### config.mk
export PLATFORM = sky130hd
export DESIGN_NAME = ebr_bus_ctrl
export DESIGN_NICKNAME = d
export VERILOG_FILES = /design/src/ebr_sync3.v /design/src/ebr_bus_ctrl.v
export VERILOG_INCLUDE_DIRS = /design/src /design/src/src
export SDC_FILE = /design/constraint.sdc
export NUM_CORES = 1
export LEC_CHECK = 0
export BUFFER_PORTS_ARGS = -buffer_cell sky130_fd_sc_hd__buf_2
export CORE_MARGIN = 8
export CORE_UTILIZATION = 35
export CTS_CLUSTER_SIZE = 8
export DETAILED_ROUTE_END_ITERATION = 7
export PLACE_DENSITY_LB_ADDON = 0.25
export SYNTH_ARGS = -nofsm -noshare
export SYNTH_HDL_FRONTEND = slang
export SYNTH_SLANG_ARGS = --single-unit
### constraint.sdc
create_clock -name clk -period 2.25 [get_ports clk]
set_clock_uncertainty 0.2 [all_clocks]
set_input_delay 0.225 -clock clk [delete_from_list [all_inputs] [get_ports clk]]
set_output_delay 0.225 -clock clk [all_outputs]
set_load 0.02 [all_outputs]
### src/ebr_consts.vh
// Constants for the EEPROM bus recovery and power-on control block
`ifndef EBR_CONSTS_VH
`define EBR_CONSTS_VH
// Init time in microseconds and clock period in nanoseconds
`define EBR_INIT_TIME_US 5000
`define EBR_CLK_PERIOD_NS 100
`define EBR_INIT_CYCLES ((`EBR_INIT_TIME_US * 1000) / `EBR_CLK_PERIOD_NS)
// Interface states
`define EBR_ST_INIT 3'h0
`define EBR_ST_IDLE 3'h1
`define EBR_ST_ADDR 3'h2
`define EBR_ST_ADDR_ACK 3'h3
`define EBR_ST_WRITE 3'h4
`define EBR_ST_WRITE_ACK 3'h5
`define EBR_ST_READ 3'h6
`define EBR_ST_READ_ACK 3'h7
// Device address upper bits (arbitrary choice, four-bit type code)
`define EBR_DEV_TYPE 4'ha
`endif

### src/ebr_sync3.v
// Three-stage synchroniser with agreement filter
`timescale 1ns/1ps
module ebr_sync3 #(
    parameter RESET_VAL = 1'b1
) (
    input wire clk,
    input wire srst,
    input wire din,
    output reg dout
);
    reg s1_reg;
    reg s2_reg;
    reg s3_reg;

    always @(posedge clk)
    begin
        if (srst)
        begin
            s1_reg <= RESET_VAL;
            s2_reg <= RESET_VAL;
            s3_reg <= RESET_VAL;
            dout <= RESET_VAL;
        end
        else
        begin
            s1_reg <= din;
            s2_reg <= s1_reg;
            s3_reg <= s2_reg;
            // Change counts only once stages two and three agree
            if (s2_reg == s3_reg)
            begin
                dout <= s3_reg;
            end
        end
    end
endmodule // ebr_sync3

### src/ebr_bus_ctrl.v
// Serial interface control of a two-wire EEPROM slave
`timescale 1ns/1ps
`include "ebr_consts.vh"
// Overview of operation
// - Stop under low supply aborts pending write
// - Low-supply data flagged as not guaranteed
// - No reset pin; only bus conditions reset
// - Start then stop resets interface machine
// - Master-only reset leaves state until stop
// - SDA high on dummy clock releases SDA
// - Start then stop after dummies readies device
// - Power-on clear initialises state automatically
// - Commands ignored during initialisation period
// - After init, enter standby awaiting start
// - SDA only pulled low or released
// - Undriven write-protect reads low
// - Start during command shifting cancels it
// - Write-protect high inhibits writes, no data ack
module ebr_bus_ctrl #(
    parameter INIT_CYCLES = `EBR_INIT_CYCLES,
    parameter [2:0] CHIP_SEL = 3'h0,
    parameter PAGE_BYTES = 16
) (
    input wire clk,
    input wire srst,
    input wire sclIn,
    input wire sdaIn,
    output wire sdaOut,
    output wire sdaOe,
    input wire wpIn,
    input wire wpDriven,
    input wire lowSupply,
    input wire [7:0] memRdData,
    output reg [7:0] wrData,
    output reg wrDataValid,
    output reg [7:0] wordAddr,
    output reg wordAddrValid,
    output reg writeStart,
    output reg writeAbort,
    output reg dataSuspect,
    output reg rdAdvance,
    output reg initDone,
    output reg [2:0] ifState
);
    // ==========================================================
    // Pin synchronisation
    // ==========================================================
    wire sclSync;
    wire sdaSync;
    wire wpSync;
    wire lowSync;
    wire wpEff;

    ebr_sync3 #(.RESET_VAL(1'b1)) u_sclSync (
        .clk(clk),
        .srst(srst),
        .din(sclIn),
        .dout(sclSync)
    );
    ebr_sync3 #(.RESET_VAL(1'b1)) u_sdaSync (
        .clk(clk),
        .srst(srst),
        .din(sdaIn),
        .dout(sdaSync)
    );
    ebr_sync3 #(.RESET_VAL(1'b0)) u_wpSync (
        .clk(clk),
        .srst(srst),
        // Internal pull-down when the pin floats
        .din(wpIn & wpDriven),
        .dout(wpSync)
    );
    ebr_sync3 #(.RESET_VAL(1'b1)) u_lowSync (
        .clk(clk),
        .srst(srst),
        .din(lowSupply),
        .dout(lowSync)
    );
    assign wpEff = wpSync;

    reg sclPrev_reg;
    reg sdaPrev_reg;
    wire sclRise;
    wire sclFall;
    wire startCond;
    wire stopCond;

    assign sclRise = sclSync & ~sclPrev_reg;
    assign sclFall = ~sclSync & sclPrev_reg;
    assign startCond = sclSync & sclPrev_reg & sdaPrev_reg & ~sdaSync;
    assign stopCond = sclSync & sclPrev_reg & ~sdaPrev_reg & sdaSync;

    // ==========================================================
    // Power-on clear timer
    // ==========================================================
    // srst stands in for the power-on-clear pulse; no pin resets this
    reg [31:0] initCnt_reg;
    always @(posedge clk)
    begin
        if (srst)
        begin
            initCnt_reg <= 32'h0;
            initDone <= 1'b0;
        end
        else if (!initDone)
        begin
            if (initCnt_reg >= INIT_CYCLES - 1)
            begin
                initDone <= 1'b1;
            end
            initCnt_reg <= initCnt_reg + 32'h1;
        end
    end

    // ==========================================================
    // Interface state machine
    // ==========================================================
    reg [3:0] bitCnt_reg;
    reg [7:0] shift_reg;
    reg addrPhase_reg;
    reg readMode_reg;
    reg [4:0] dataBytes_reg;
    reg lowSeen_reg;
    reg pullLow_reg;
    reg [7:0] txByte_reg;

    // Open drain: never drive high
    assign sdaOut = 1'b0;
    assign sdaOe = pullLow_reg;

    always @(posedge clk)
    begin
        if (srst)
        begin
            sclPrev_reg <= 1'b1;
            sdaPrev_reg <= 1'b1;
            ifState <= `EBR_ST_INIT;
            bitCnt_reg <= 4'h0;
            shift_reg <= 8'h00;
            addrPhase_reg <= 1'b0;
            readMode_reg <= 1'b0;
            dataBytes_reg <= 5'h00;
            lowSeen_reg <= 1'b0;
            pullLow_reg <= 1'b0;
            txByte_reg <= 8'h00;
            wrData <= 8'h00;
            wrDataValid <= 1'b0;
            wordAddr <= 8'h00;
            wordAddrValid <= 1'b0;
            writeStart <= 1'b0;
            writeAbort <= 1'b0;
            dataSuspect <= 1'b0;
            rdAdvance <= 1'b0;
        end
        else
        begin
            sclPrev_reg <= sclSync;
            sdaPrev_reg <= sdaSync;
            wrDataValid <= 1'b0;
            wordAddrValid <= 1'b0;
            writeStart <= 1'b0;
            writeAbort <= 1'b0;
            rdAdvance <= 1'b0;
            if (lowSync && ifState != `EBR_ST_INIT && ifState != `EBR_ST_IDLE)
            begin
                lowSeen_reg <= 1'b1;
            end
            if (ifState == `EBR_ST_INIT)
            begin
                // Bus activity ignored until init time elapses
                pullLow_reg <= 1'b0;
                if (initDone)
                begin
                    ifState <= `EBR_ST_IDLE;
                end
            end
            else if (stopCond)
            begin
                // A stop returns any held state to idle; master reset alone does not
                pullLow_reg <= 1'b0;
                // The stop's own SCL rise has already shifted one bit
                if (ifState == `EBR_ST_WRITE && bitCnt_reg == 4'h1 && dataBytes_reg != 5'h00
                    && !wpEff)
                begin
                    if (lowSync)
                    begin
                        writeAbort <= 1'b1;
                    end
                    else
                    begin
                        writeStart <= 1'b1;
                        dataSuspect <= lowSeen_reg;
                    end
                end
                lowSeen_reg <= 1'b0;
                ifState <= `EBR_ST_IDLE;
            end
            else if (startCond)
            begin
                // A start drops any command being shifted in
                pullLow_reg <= 1'b0;
                bitCnt_reg <= 4'h0;
                addrPhase_reg <= 1'b0;
                dataBytes_reg <= 5'h00;
                lowSeen_reg <= lowSync;
                ifState <= `EBR_ST_ADDR;
            end
            else if (sclRise)
            begin
                case (ifState)
                    `EBR_ST_ADDR, `EBR_ST_WRITE:
                    begin
                        shift_reg <= {shift_reg[6:0], sdaSync};
                        bitCnt_reg <= bitCnt_reg + 4'h1;
                    end
                    `EBR_ST_READ_ACK:
                    begin
                        // Master nack ends reading; ack continues
                        if (sdaSync)
                        begin
                            ifState <= `EBR_ST_IDLE;
                        end
                        else
                        begin
                            rdAdvance <= 1'b1;
                        end
                    end
                    `EBR_ST_READ:
                    begin
                        bitCnt_reg <= bitCnt_reg + 4'h1;
                        // SDA high while we release it for a zero bit means someone else; go idle
                        if (pullLow_reg == 1'b0 && sdaSync == 1'b1 && txByte_reg[7] == 1'b0)
                        begin
                            ifState <= `EBR_ST_IDLE;
                        end
                    end
                    default:
                    begin
                        bitCnt_reg <= bitCnt_reg;
                    end
                endcase
            end
            else if (sclFall)
            begin
                case (ifState)
                    `EBR_ST_ADDR:
                    begin
                        if (bitCnt_reg == 4'h8)
                        begin
                            bitCnt_reg <= 4'h0;
                            if (shift_reg[7:4] == `EBR_DEV_TYPE && shift_reg[3:1] == CHIP_SEL)
                            begin
                                readMode_reg <= shift_reg[0];
                                pullLow_reg <= 1'b1;
                                ifState <= `EBR_ST_ADDR_ACK;
                            end
                            else
                            begin
                                ifState <= `EBR_ST_IDLE;
                            end
                        end
                    end
                    `EBR_ST_ADDR_ACK:
                    begin
                        if (readMode_reg)
                        begin
                            txByte_reg <= memRdData;
                            pullLow_reg <= ~memRdData[7];
                            ifState <= `EBR_ST_READ;
                        end
                        else
                        begin
                            pullLow_reg <= 1'b0;
                            addrPhase_reg <= 1'b1;
                            ifState <= `EBR_ST_WRITE;
                        end
                    end
                    `EBR_ST_WRITE:
                    begin
                        if (bitCnt_reg == 4'h8)
                        begin
                            bitCnt_reg <= 4'h0;
                            ifState <= `EBR_ST_WRITE_ACK;
                            if (addrPhase_reg)
                            begin
                                wordAddr <= shift_reg;
                                wordAddrValid <= 1'b1;
                                pullLow_reg <= 1'b1;
                            end
                            else
                            begin
                                // Protected data bytes are not acknowledged
                                pullLow_reg <= ~wpEff;
                                if (!wpEff)
                                begin
                                    wrData <= shift_reg;
                                    wrDataValid <= 1'b1;
                                    if (dataBytes_reg != PAGE_BYTES)
                                    begin
                                        dataBytes_reg <= dataBytes_reg + 5'h01;
                                    end
                                end
                            end
                        end
                    end
                    `EBR_ST_WRITE_ACK:
                    begin
                        pullLow_reg <= 1'b0;
                        addrPhase_reg <= 1'b0;
                        ifState <= `EBR_ST_WRITE;
                    end
                    `EBR_ST_READ:
                    begin
                        if (bitCnt_reg == 4'h8)
                        begin
                            bitCnt_reg <= 4'h0;
                            pullLow_reg <= 1'b0;
                            ifState <= `EBR_ST_READ_ACK;
                        end
                        else
                        begin
                            txByte_reg <= {txByte_reg[6:0], 1'b0};
                            pullLow_reg <= ~txByte_reg[6];
                        end
                    end
                    `EBR_ST_READ_ACK:
                    begin
                        txByte_reg <= memRdData;
                        pullLow_reg <= ~memRdData[7];
                        ifState <= `EBR_ST_READ;
                    end
                    default:
                    begin
                        pullLow_reg <= 1'b0;
                    end
                endcase
            end
            // Dummy clock with SDA high in EBR_ST_ADDR_ACK or EBR_ST_WRITE_ACK while released: go idle
            if (!startCond && !stopCond && sclRise && sdaSync && pullLow_reg == 1'b0
                && (ifState == `EBR_ST_ADDR_ACK || ifState == `EBR_ST_WRITE_ACK))
            begin
                ifState <= `EBR_ST_IDLE;
            end
        end
    end
endmodule // ebr_bus_ctrl

==> flow_metrics.py <==
metrics = {
    "placement": {
        "pre_cts_slack_ns": 0.00240,
        "finalWeightedCongestion": 0.870,
        "port_buffers": 41,
        "dp_hpwl_um": 7730,
    },
    "timing": {
        "finalHoldViolCount": 0,
        "tightest_slew_ns": 0.644,
        "fin_crit_ns": 2.15,
        "setup_violations": 0,
        "timing.hold.ws_ns": 0.174,
        "fmax_mhz": 464,
        "finalCritPeriodShare_pct": 95.7,
        "maxSlewHeadroom_pct": 57.0,
        "slew_violations": 0,
        "setup_slack_ns": 0.0966,
    },
    "synthesis": {
        "ys_warn_count": 0,
        "avgSynthCellArea_um2": 8.85,
        "yosysSeqAreaShare_pct": 44.1,
        "ys_ff_latch": 105,
        "async_flop_share_pct": 0,
        "syn_inst": 539,
        "syn_nets": 564,
        "synth_edf_count": 0,
        "synthesis.area_um2": 4770,
        "yosys_most_used_dff": "dfxtp_1",
        "synth_cell_type_count": 59,
    },
    "grt": {
        "grt_usage_pct": 13.0,
        "grt_pass1_wl_um": 19000,
        "grt_start_max_net_pins": 49,
        "grt_pass1_vias": 3888,
        "antenna_found_initial": 0,
        "overflow": 0,
    },
    "detailed_routing": {
        "wl_um": 11100,
        "antenna_left": 0,
        "drt_pass1_iterations": 6,
        "wl_per_cell_um": 14.1,
        "drt_first_iter_violations": 320,
        "drcViolationCount": 0,
        "vias": 4003,
        "vias_per_cell": 5.10,
    },
    "die": {
        "coreArea_um2": 13300,
        "std_cell_rows": 42,
        "start_util_pct": 35.9,
        "die_h_um": 133,
        "die-area_um2": 17600,
        "dieWidth_um": 133,
        "io_pins": 43,
    },
    "layout": {
        "diodes": 0,
        "largest_reg_flops": 32,
        "layout-drive-gt1-share_pct": 19.0,
        "nets": 629,
        "area_delta_synth_final_pct": 20.1,
    },
    "worst_setup_path": {
        "critical_path.cell_chain": "inv_1, ha_1, o21bai_1, a2111oi_0, a211o_1, nand2b_1, a221oi_1",
        "cpLargestDelayFamily": "compound AO/OA/AOI/OAI gates",
        "critPathCaptureType": "flip-flop",
        "cp_max_fo": 5,
        "cp-start-kind": "flip-flop",
        "cp_slowest_cell": "a2111oi_0",
        "worstPathArrival_ns": 2.21,
        "critical_path_required_ns": 2.30,
        "crit_buf_inv": 1,
        "critPathKind": "reg -> reg",
        "crit_path_max_incr_delay_ns": 0.40,
    },
    "clock_network": {
        "cts_made_buffers": 9,
        "ctsHtreeMaxLevel": 3,
        "cts_root_buf": "clkbuf_16",
        "path_clk_slew_ns": 0.07,
        "cts_num_sinks": 105,
        "cts_tree": "done",
        "clock_latency_ns": 0.36,
        "cts_setup_buffers": 0,
        "cts.path.max_buffers": 2,
    },
    "min_path": {
        "min_path_type": "in -> reg",
    },
    "run_status": {
        "status": "complete, no violations",
    },
    "power_and_ir_drop": {
        "ir_worst_vdd_uv": 442,
        "power_density_nw_per_um2": 611,
        "p_leak_nw": 2.20,
    },
    "run": {
        "drv_cap": 0,
    },
}
## cells in the final DEF, fill, tap and decap left out, types with 2 or more instances in the layout
master	netlist	routed
dfxtp_1	105	102
nor2_1	83	83
buf_2	7	41
nand2_1	32	32
mux2i_1	29	29
buf_4	4	29
nand3_1	24	24
a21oi_1	21	21
xnor2_1	19	19
nor4_1	19	19
inv_1	18	18
nor3_1	18	18
xor2_1	13	13
dlygate4sd3_1	0	13
nand4_1	11	11
or2_2	11	11
o21ai_0	10	10
or3_1	9	9
ha_1	10	9
clkbuf_16	0	9
a311oi_1	8	8
o21bai_1	6	6
nand2b_1	5	5
nor2b_1	6	5
and4_1	4	4
and3_1	4	4
and3b_1	4	4
clkinv_2	0	4
a31oi_1	3	3
and4b_1	2	2
and2_1	2	2
a22oi_1	2	2
nor4bb_1	2	2
a2bb2oi_1	2	2
a311o_1	2	2
dfxtp_2	0	2
clkinv_4	0	2
buf_12	0	2
## path summary, 6_finish.rpt
path / slack, ns / from / end / depth (start not counted)
max: 0.1 / sclPrev_reg / ifState[0] / 7
min: 0.17 / srst / lowSeen_reg / 2
max reg2reg: 0.1 / sclPrev_reg / ifState[0] / 7
min reg2reg: 0.21 / u_sdaSync.s1_reg / u_sdaSync.s2_reg / 1
## final cells by class
cell class	count	area [um^2]
clock buffer	9	225
clock inverter	7	46.3
fill	1307	7570
inverter	18	67.6
multi-input combinational	384	2460
sequential	105	2110
tap	176	220
timing repair buffer	86	604
## metal layers
layer | routed length [um] | part of all wire, % | GRT usage, % | vias to the layer above
met2 | 5140 | 46 | 20.9 | 58
met1 | 5310 | 48 | 16.1 | 1923
met4 | 86 | 0.78 | 3.66 | 0
met5 | 0 | 0 | 0 | -
met3 | 528 | 4.8 | 4.47 | 9
li1 | - | - | - | 2013
## where the power goes
part	switching, W	internal [W]
Clock	0.000702	0.000750
Sequential	0.0000127	0.00187
Combinational	0.0000928	0.0000715
## synth_stat cells, types with 11 or more instances
library cell | number | area share, %
clkbuf_1 | 18 | 1.4
nor4_1 | 19 | 2.5
or2_2 | 11 | 1.4
nor3_1 | 18 | 1.9
a21oi_1 | 21 | 2.2
nand4_1 | 11 | 1.4
inv_1 | 18 | 1.4
nand2_1 | 32 | 2.5
xor2_1 | 13 | 2.4
dfxtp_1 | 105 | 44
nor2_1 | 83 | 6.5
xnor2_1 | 19 | 3.5
mux2i_1 | 29 | 6.1
nand3_1 | 24 | 2.5
## repair_timing
item                                   CTS  global route
endpoints found under the hold margin   12             0
setup endpoints to repair                2            11
gates resized for setup                  3             5
hold buffers                            13             0
pin swaps                                0             2
cloned                                   0             0
## per-stage QoR
stage	util, %	total power, W	TNS [ns]	area (um^2)	std cells
final	43.1	0.00350	0	5730	785
after global routing	43.1	0.00364	-0.0374	5730	785
after CTS	43.0	0.00356	0	5710	785
after detailed placement	39.9	0.00207	0	5310	756
after global placement	39.9	0.00207	0	5310	756
after floorplan	-	0.00202	0	4770	539
## cells by family (layout without fill, tap and decap cells)
logic type               after synthesis  count (layout)  synth area share (%)
flip-flops                           105             105                  44.1
XOR/XNOR                              32              32                  5.88
AND/OR/NAND/NOR                      247             247                  27.2
adder cells (fa/ha/maj)               10              10                  2.62
buffers and inverters                 50             120                  4.62
other                                  1               1                0.0786
AO/OA/AOI/OAI                         65              65                  9.42
multiplexers                          29              29                  6.09
(Power assumes the default switching activity.)
